`src/rtl/evctl_pkg.sv`:
```
// package: register map, field layout and types of the trace event control block
package evctl_pkg;
	// register offsets (chosen, byte addresses)
	localparam logic [11:0] OFS_EVENT_CTRL = 12'h000;
	localparam logic [11:0] OFS_EXTIN_SEL = 12'h004;
	localparam logic [11:0] OFS_STATUS = 12'h008;
	// behaviour control fields
	localparam int LPO_BIT = 12;
	localparam int BUS_TRIG_BIT = 11;
	localparam int DATA_EN_BIT = 4;
	localparam int INST_EN_LSB = 0;
	localparam int INST_EN_W = 4;
	// selector fields
	localparam int SEL_W = 8;
	localparam int SEL_NUM = 4;
	// bus trigger
	localparam logic [6:0] TRIG_ATID = 7'h7d;
	localparam int ID_W = 7;
	localparam int ATDATA_W = 32;
	// capability defaults (plain choices)
	localparam logic [2:0] DEF_EVENT_COUNT = 3'h3;
	localparam logic [3:0] DEF_RSPAIR_COUNT = 4'h1;
	localparam logic [2:0] DEF_SEL_COUNT = 3'h4;
	localparam logic [8:0] DEF_EXTIN_COUNT = 9'h100;
	localparam logic [31:0] ZERO32 = 32'h0000_0000;

	typedef struct packed {
		logic [11:0] addr;
		logic [31:0] wdata;
		logic wr;
		logic rd;
	} reg_req_t;

	typedef struct packed {
		logic [3:0] event_hit;
		logic overflow;
		logic unit_busy;
		logic low_power_req;
	} trace_in_t;

	typedef enum logic [0:0] {TRIG_IDLE, TRIG_PEND} trig_state_t;

	typedef struct packed {
		logic [31:0] ctrl;
		logic [31:0] sel;
		logic [31:0] rdata;
		trig_state_t trig;
		logic atvalid;
		logic [6:0] atid;
		logic [31:0] atdata;
		logic [3:0] inst_event;
		logic data_event;
		logic lp_allow;
		logic dropped;
	} state_t;
endpackage

```
`src/rtl/trace_event_ctrl.sv`:
```
// trace event behaviour control, external input select and bus trigger
//
// Added by the designer: the plain strobed port and the register offsets.
`timescale 1ns/1ns
// ----------------------------------------------------------------
// What this block does
// - behaviour control is a 32-bit read-write register
// - writes dropped while unit busy
// - override bit twelve blocks low-power entry effects
// - override bit reads zero when unsupported
// - event zero with bit eleven sends trigger
// - trigger data carries trace id, zero-extended
// - trigger may precede its buffered trace
// - first event triggers, repeats merged while pending
// - overflow never suppresses the trigger
// - trigger enable reads zero when unsupported
// - data event enable drives data stream event
// - data enable exists only with data trace
// - each instruction enable bit gates its event
// - only counted instruction enables are implemented
// - input select register exists with selectors
// - four 8-bit selector fields name external inputs
// - selector present per reported selector count
// - selector width limited to index input count
// - enables act on selected events zero to three
// ----------------------------------------------------------------
module trace_event_ctrl
	import evctl_pkg::*;
#(
	parameter logic LPO_SUPPORT = 1'b1,
	parameter logic TRIG_SUPPORT = 1'b1,
	parameter logic DATA_SUPPORT = 1'b1,
	parameter logic [2:0] EVENT_COUNT = DEF_EVENT_COUNT,
	parameter logic [3:0] RSPAIR_COUNT = DEF_RSPAIR_COUNT,
	parameter logic [2:0] SEL_COUNT = DEF_SEL_COUNT,
	parameter logic [8:0] EXTIN_COUNT = DEF_EXTIN_COUNT
)
(
	// clock and reset
	input wire logic CLK_SYS,
	input wire logic RST_N,
	// register port
	input evctl_pkg::reg_req_t REG_REQ,
	output logic [31:0] REG_RDATA,
	// trace unit side
	input evctl_pkg::trace_in_t TRACE_IN,
	input wire logic [6:0] TRACE_SOURCE_ID,
	output logic [3:0] INST_EVENT,
	output logic DATA_EVENT,
	output logic LOW_POWER_ALLOW,
	output logic [31:0] EXTIN_SELECT,
	// trace bus trigger
	output logic ATVALID,
	input wire logic ATREADY,
	output logic [6:0] ATID,
	output logic [31:0] ATDATA
);
	import evctl_pkg::*;

	// ----------------------------------------------------------------
	// implemented-bit masks
	// ----------------------------------------------------------------
	function automatic logic [31:0] ctrl_mask();
		logic [31:0] m;
		m = ZERO32;
		m[LPO_BIT] = LPO_SUPPORT;
		m[BUS_TRIG_BIT] = TRIG_SUPPORT;
		m[DATA_EN_BIT] = DATA_SUPPORT && (RSPAIR_COUNT != 4'h0);
		for (int i = 0; i < INST_EN_W; i++)
		begin
			// event count field encodes events minus one
			m[INST_EN_LSB + i] = (RSPAIR_COUNT != 4'h0) && (i <= int'(EVENT_COUNT));
		end
		return m;
	endfunction

	function automatic logic [31:0] sel_mask();
		logic [31:0] m;
		logic [SEL_W-1:0] f;
		m = ZERO32;
		f = '0;
		for (int b = 0; b < SEL_W; b++)
		begin
			f[b] = ((9'h001 << b) < EXTIN_COUNT);
		end
		for (int s = 0; s < SEL_NUM; s++)
		begin
			if (int'(SEL_COUNT) > s)
			begin
				m[s*SEL_W +: SEL_W] = f;
			end
		end
		return m;
	endfunction

	localparam logic [31:0] CTRL_MASK = ctrl_mask();
	localparam logic [31:0] SEL_MASK = sel_mask();

	// ----------------------------------------------------------------
	// register decode used by the checks; the update logic uses rd_hit only to clear the merge flag
	// ----------------------------------------------------------------
	function automatic logic wr_hit(input reg_req_t r, input logic busy, input logic [11:0] a);
		return r.wr && !busy && (r.addr == a);
	endfunction

	function automatic logic rd_hit(input reg_req_t r, input logic [11:0] a);
		return r.rd && (r.addr == a);
	endfunction

	state_t s_q;
	state_t s_d;
	logic wr_ok;
	logic ev0;

	always_comb
	begin
		s_d = s_q;
		// ----------------------------------------------------------------
		// register writes
		// ----------------------------------------------------------------
		// leaves ordering to software; busy writes are silently lost
		wr_ok = REG_REQ.wr && !TRACE_IN.unit_busy;
		if (wr_ok && REG_REQ.addr == OFS_EVENT_CTRL)
		begin
			s_d.ctrl = REG_REQ.wdata & CTRL_MASK;
		end
		if (wr_ok && REG_REQ.addr == OFS_EXTIN_SEL)
		begin
			s_d.sel = REG_REQ.wdata & SEL_MASK;
		end
		// ----------------------------------------------------------------
		// register reads, data one cycle later
		// ----------------------------------------------------------------
		s_d.rdata = ZERO32;
		if (REG_REQ.rd)
		begin
			case (REG_REQ.addr)
				OFS_EVENT_CTRL: s_d.rdata = s_q.ctrl;
				OFS_EXTIN_SEL: s_d.rdata = s_q.sel;
				OFS_STATUS: s_d.rdata = {30'h0, s_q.dropped, s_q.atvalid};
				default: s_d.rdata = ZERO32;
			endcase
		end
		// ----------------------------------------------------------------
		// event elements
		// ----------------------------------------------------------------
		s_d.inst_event = TRACE_IN.event_hit & s_q.ctrl[INST_EN_LSB +: INST_EN_W];
		s_d.data_event = TRACE_IN.event_hit[0] & s_q.ctrl[DATA_EN_BIT];
		s_d.lp_allow = !s_q.ctrl[LPO_BIT];
		// ----------------------------------------------------------------
		// bus trigger; overflow is deliberately not looked at
		// ----------------------------------------------------------------
		ev0 = TRACE_IN.event_hit[0] && s_q.ctrl[BUS_TRIG_BIT];
		case (s_q.trig)
			TRIG_IDLE:
			begin
				if (ev0)
				begin
					s_d.trig = TRIG_PEND;
					s_d.atvalid = 1'b1;
					s_d.atid = TRIG_ATID;
					s_d.atdata = {{(ATDATA_W-ID_W){1'b0}}, TRACE_SOURCE_ID};
				end
			end
			TRIG_PEND:
			begin
				// repeats while waiting merge into one trigger
				if (ev0)
				begin
					s_d.dropped = 1'b1;
				end
				if (ATREADY)
				begin
					s_d.trig = TRIG_IDLE;
					s_d.atvalid = 1'b0;
					s_d.atid = 7'h00;
					s_d.atdata = ZERO32;
				end
			end
			default:
			begin
				s_d.trig = TRIG_IDLE;
				s_d.atvalid = 1'b0;
			end
		endcase
		if (rd_hit(REG_REQ, OFS_STATUS) && !(s_q.trig == TRIG_PEND && ev0))
		begin
			s_d.dropped = 1'b0;
		end
	end

	always_ff @(posedge CLK_SYS or negedge RST_N)
	begin
		if (!RST_N)
		begin
			s_q <= '0;
		end
		else
		begin
			s_q <= s_d;
		end
	end

	assign REG_RDATA = s_q.rdata;
	assign INST_EVENT = s_q.inst_event;
	assign DATA_EVENT = s_q.data_event;
	assign LOW_POWER_ALLOW = s_q.lp_allow;
	assign EXTIN_SELECT = s_q.sel;
	assign ATVALID = s_q.atvalid;
	assign ATID = s_q.atid;
	assign ATDATA = s_q.atdata;
endmodule // trace_event_ctrl

```
`config.mk`:
```
export PLATFORM = sky130hd
export DESIGN_NAME = trace_event_ctrl
export DESIGN_NICKNAME = d
export VERILOG_FILES = /design/src/rtl/evctl_pkg.sv /design/src/rtl/trace_event_ctrl.sv
export SDC_FILE = /design/constraint.sdc
export NUM_CORES = 1
export LEC_CHECK = 0
export BUFFER_PORTS_ARGS = -buffer_cell sky130_fd_sc_hd__buf_4
export CAP_MARGIN = 20
export CORE_MARGIN = 10
export CORE_UTILIZATION = 50
export CTS_BUF_LIST = sky130_fd_sc_hd__clkbuf_4
export DETAILED_ROUTE_END_ITERATION = 16
export GPL_TIMING_DRIVEN = 0
export PLACE_DENSITY = 0.94
export SETUP_SLACK_MARGIN = 0.15
export SYNTH_ARGS = -nofsm -noshare
export SYNTH_HDL_FRONTEND = slang
export SYNTH_SLANG_ARGS = --single-unit
```
`constraint.sdc`:
```
create_clock -name CLK_SYS -period 1.5 [get_ports CLK_SYS]
set_clock_uncertainty 0.05 [all_clocks]
set_input_delay 0.15 -clock CLK_SYS [delete_from_list [all_inputs] [get_ports CLK_SYS]]
set_output_delay 0.15 -clock CLK_SYS [all_outputs]
set_load 0.01 [all_outputs]
```
# Word-level counts from Yosys, hierarchy flattened
# Index checks and enable logic that the tools add are counted.
[op_classes] n_bitwise=3 eq_ne=4 reduce_logical=15 mux=8
[ops] cell="$pmux 32 s3" n=1
[ops] cell="$mux 41" n=2
[ops] cell="$pmux 41 s2" n=1
[ops] cell="$mux 32" n=1
[ops] cell="$eq 12x3->1 const B" n=1
[ops] cell="$eq 12x4->1 const B" n=1
[ops] cell="$logic_not 12->1" n=1
[ops] cell="$logic_and 1x1->1" n=7
[ops] cell="$and 4x4->4" n=1
[ops] cell="$ne 2x2->1 const B" n=2
[ops] cell="$reduce_and 2->1" n=2
[ops] cell="$reduce_bool 2->1" n=2
[ops] cell="$logic_not 1->1" n=3
[ops] cell="$mux 1" n=3
[ops] cell="$and 1x1->1" n=1
[ops] cell="$not 1->1" n=1
[totals] out_inout_bits=110 ff_bits=119 input_bits=63

# Depth between registers and ports, before layout
[logic_depth] depth_word=6 depth_mapped=5 ltp_nobuf=3

# Least setup slack after synthesis
# No wires, ideal clock.
[synth_timing] kind="input -> register" from="in REG_REQ[35] (netlist bit)" to="reg s_q, in the netlist EXTIN_SELECT[0]" slack_ps=64 arrival_ps=1261 path_stages=5 setup_ps=125 cell_sequence="nor4_4 -> and4_1 -> buf_6 -> buf_12 -> mux2_4"
[synth_via] elab_chain_len=2
[synth_lines] element="start: declaration" line_no="trace_event_ctrl.sv:43" source="input evctl_pkg::reg_req_t REG_REQ,"
[synth_lines] element="$eq 12x3->1" line_no="trace_event_ctrl.sv:127" source="if (wr_ok && REG_REQ.addr == OFS_EXTIN_SEL)"
[synth_lines] element="$logic_and 1x1->1" line_no="trace_event_ctrl.sv:127"
[synth_lines] element="end signal: assignment" line_no="trace_event_ctrl.sv:196" source="s_q <= '0;"
[synth_lines] element="end signal: assignment" line_no="trace_event_ctrl.sv:200" source="s_q <= s_d;"
[synth_lines] element="end: declaration" line_no="trace_event_ctrl.sv:110" source="state_t s_q;"
# Every way passes these cells.
# A chain may end at the register's enable or synchronous reset.

==> results.toml <==
[synth]
synth_commonest_cells = "109 x buf_4, 87 x dfrtp_1, 35 x inv_1, 30 x mux2_4, 13 x nor3_2"
netlist_instances = 363
synth-main-ff-cell = "dfrtp_1"
netlist_area_um2 = 4353
synth_area_leaders = "dfrtp_1 50%, buf_4 19%, mux2_4 10%"
synth_seq_cells = 87
ys_types = 31
yosys_warnings = 0
synth-edff-count = 0
yosysMostFrequentCell = "buf_4"
syn_area_per_cell_um2 = 11.99
async_flop_share = 1.000
netlist.top_cell.by_area = "dfrtp_1"
seq_area_frac_synth = 0.5001
yosysTopAreaCellShare = 0.5001

[power_and_ir_drop]
power.switching_w = 0.0009840
switching_share = 0.2494
p_int_w = 0.002961
power_w = 0.003945
clkPwrFrac = 0.280
power_leakage_nw = 3.485
worst_ir_drop_vdd_mv = 0.4047
powerDensity_nw_per_um2 = 603.1
p_seq_frac = 0.598
power_frac_comb = 0.122

[route]
wl_mm = 12.27
initialDrtViolationCount = 66
viasPerCell = 4.455
wl_per_cell_um = 16.97
route.detailed.drc = 0
ant_nets = 0
num_vias = 3221
first_pass_iters = 4

[timing]
fin_hold_ws_ns = 0.03455
rsz0062_at_grt = "true"
drv_slew = 0
fmax_mhz = 729.4
setup_viol = 0
timing.final.crit_share = 0.9140
maxSlewHeadroom = 0.6328
tightest_slew_ns = 0.5507
fin_crit_ns = 1.371
hold_viol_final = 0

[clock_network]
cts_root_buffer = "clkbuf_4"
numCtsBuffers = 9
clk_latency_ns = 0.42
h-tree-depth = 3
cts.clk_slew.worst_paths_ns = 0.15
cts.sinks = 87
clockBufferDepth = 2
cts_tree = "yes"

[global_route]
grt_pass1_wl_mm = 18.41
grt_pass1_vias = 3530
antenna_found_initial = 1
gr-usage-all-layers = 0.1787
grt_start_max_net_pins = 88
grt_remaining_overflow = 0

[layout]
drive_gt1_frac = 0.5795
multi_input_area_um2 = 1237
fillCellCount = 495
area_growth_syn_to_layout_pct = 50.27
fin_nets = 675
seqCellArea_um2 = 2178

[status]
status = "completed"

[critical_path]
cp_num_cells = 2
worstSetupStartpointType = "flop"
crit_path_end_kind = "output pin"
worstPathCellList = "buf_4 > buf_4"
cp_max_fo = 9
required_ns = 1.30
critical_path.endpoint = "ATID[4]"
cp_slowest_cell = "dfrtp_2"
path_common_cell = "buf_4"
r2r-end = "ATDATA[5]$_DFFE_PN0P_"
cp_data_arrival_time_ns = 1.17
worst_r2r_path_depth = 3
reg2reg_from = "s_q[47]$_DFF_PN0_"
critical_path.top_delay_family = "flip-flops"
max_stage_delay_ns = 0.48
reg2reg_slack_ns = 0.36
critPathKind = "reg -> out"
path_buf_inv = 2
startpoint = "ATID[5]$_DFFE_PN0P_"

[run]
cap_violations = 0

[placement]
gp_congestion = 0.7508
dpl.hpwl_mm = 8.113
numPortBuffers = 144

[floorplan]
dieArea_um2 = 12840
die_y_um = 113.3
core_area_um2 = 8341
ios = 173
rows = 33
die_w_um = 113.3
initial_utilization = 0.5219

[worst_hold_path]
hold_class = "in -> reg"
==> tightest hold or removal path, stage by stage <==
cell and delay [ns]:
buf_4 0.12, nand4_4 0.14, nor3_1 0.07
==> layer usage <==
layer  share of wire  routed length, um  track usage
met3           0.074                913      0.06075
met5               0                  0            0
met2            0.54               6682       0.3333
met4           0.027                329      0.06514
met1            0.35               4343       0.1787
==> state kept, by name (all words and copies together), names as in the netlist <==
signal / flops
s_q: 9
ATDATA: 7
REG_RDATA: 32
LOW_POWER_ALLOW: 1
INST_EVENT: 4
DATA_EVENT: 1
ATID: 1
EXTIN_SELECT: 32
==> cells in the final DEF, fill, tap and decap left out, drive strengths merged <==
cell,synthesis,final
nand2,5,5
nand3b,1,1
mux2i,7,7
nor2b,2,2
and2,5,5
nor2,6,6
nand3,8,8
o21ai,9,9
nor4b,1,1
nand4,2,2
clkinv,0,4
or2,2,2
dlygate4sd3,0,46
mux2,39,39
diode,0,2
nor4,2,2
nor3,25,25
conb,1,26
nor4bb,1,1
clkbuf,3,12
clkinvlp,0,1
a21oi,2,2
a21o,1,1
nand2b,1,1
inv,35,36
buf,116,283
and4,2,2
dfrtp,87,87
==> worst min-delay path by stage <==
stage,startpoint,endpoint,depth (start not counted)
6_report,REG_REQ[0],REG_RDATA[10]$_DFF_PN0_,3
2_1_floorplan,RST_N,ATDATA[0]$_DFFE_PN0P_,0
3_5_place_dp,ATREADY,s_q[47]$_DFF_PN0_,2
4_1_cts,REG_REQ[0],REG_RDATA[9]$_DFF_PN0_,3
3_3_place_gp,ATREADY,s_q[47]$_DFF_PN0_,2
5_1_grt,REG_REQ[0],REG_RDATA[10]$_DFF_PN0_,3
==> cell families (layout without fill, tap and decap cells) <==
group / after synthesis / after routing / share of synthesized area
buffers and inverters: 154 / 382 / 0.2406
AND/OR/NAND/NOR: 63 / 63 / 0.1012
multiplexers: 46 / 46 / 0.1429
AO/OA/AOI/OAI: 12 / 12 / 0.01437
other: 1 / 28 / 0.0008615
flip-flops: 87 / 87 / 0.5001
==> what timing repair did <==
action | in CTS | in global routing
gates resized for setup | 2 | 26
hold endpoints to repair | 141 | 0
pin swaps | 0 | 0
endpoints found under the setup margin | 9 | 35
setup buffers | 2 | 20
hold buffers | 46 | 0
==> power groups by stage <==
stage / sequential [W] / combinational [W] / clock [W]
after CTS: 0.00236 / 0.000458 / 0.00113
after global placement: 0.00240 / 0.000348 / 0
after detailed placement: 0.00240 / 0.000358 / 0
after global routing: 0.00236 / 0.000523 / 0.00124
after floorplan: 0.00240 / 0.000147 / 0
final: 0.00236 / 0.000483 / 0.00110
==> through the flow <==
| step | TNS [ns] | utilization | std cells | cell area (um2) | setup slack (ns) |
|---|---|---|---|---|---|
| floorplan | 0 | - | 388 | 4461 | 0.06416 |
| global placement | -9.950 | 0.6802 | 637 | 5673 | -0.2125 |
| detailed placement | -11.68 | 0.6802 | 637 | 5673 | -0.2606 |
| CTS | 0 | 0.7501 | 700 | 6256 | 0.09409 |
| global route | 0 | 0.7840 | 722 | 6539 | 0.05883 |
| finish | 0 | 0.7843 | 723 | 6541 | 0.1290 |
==> cell type report <==
| cell class | instances | area share |
|---|---|---|
| Multi-Input combinational cell | 147 | 0.1892 |
| Timing Repair Buffer | 213 | 0.2731 |
| Sequential cell | 87 | 0.3330 |
| Clock buffer | 9 | 0.01033 |
| Buffer | 119 | 0.1477 |
| Tap cell | 105 | 0.02008 |
| Inverter | 35 | 0.02008 |
| Clock inverter | 6 | 0.005738 |
| Antenna cell | 2 | 0.0007651 |
Note: power is estimated with default switching activity, not from simulation.
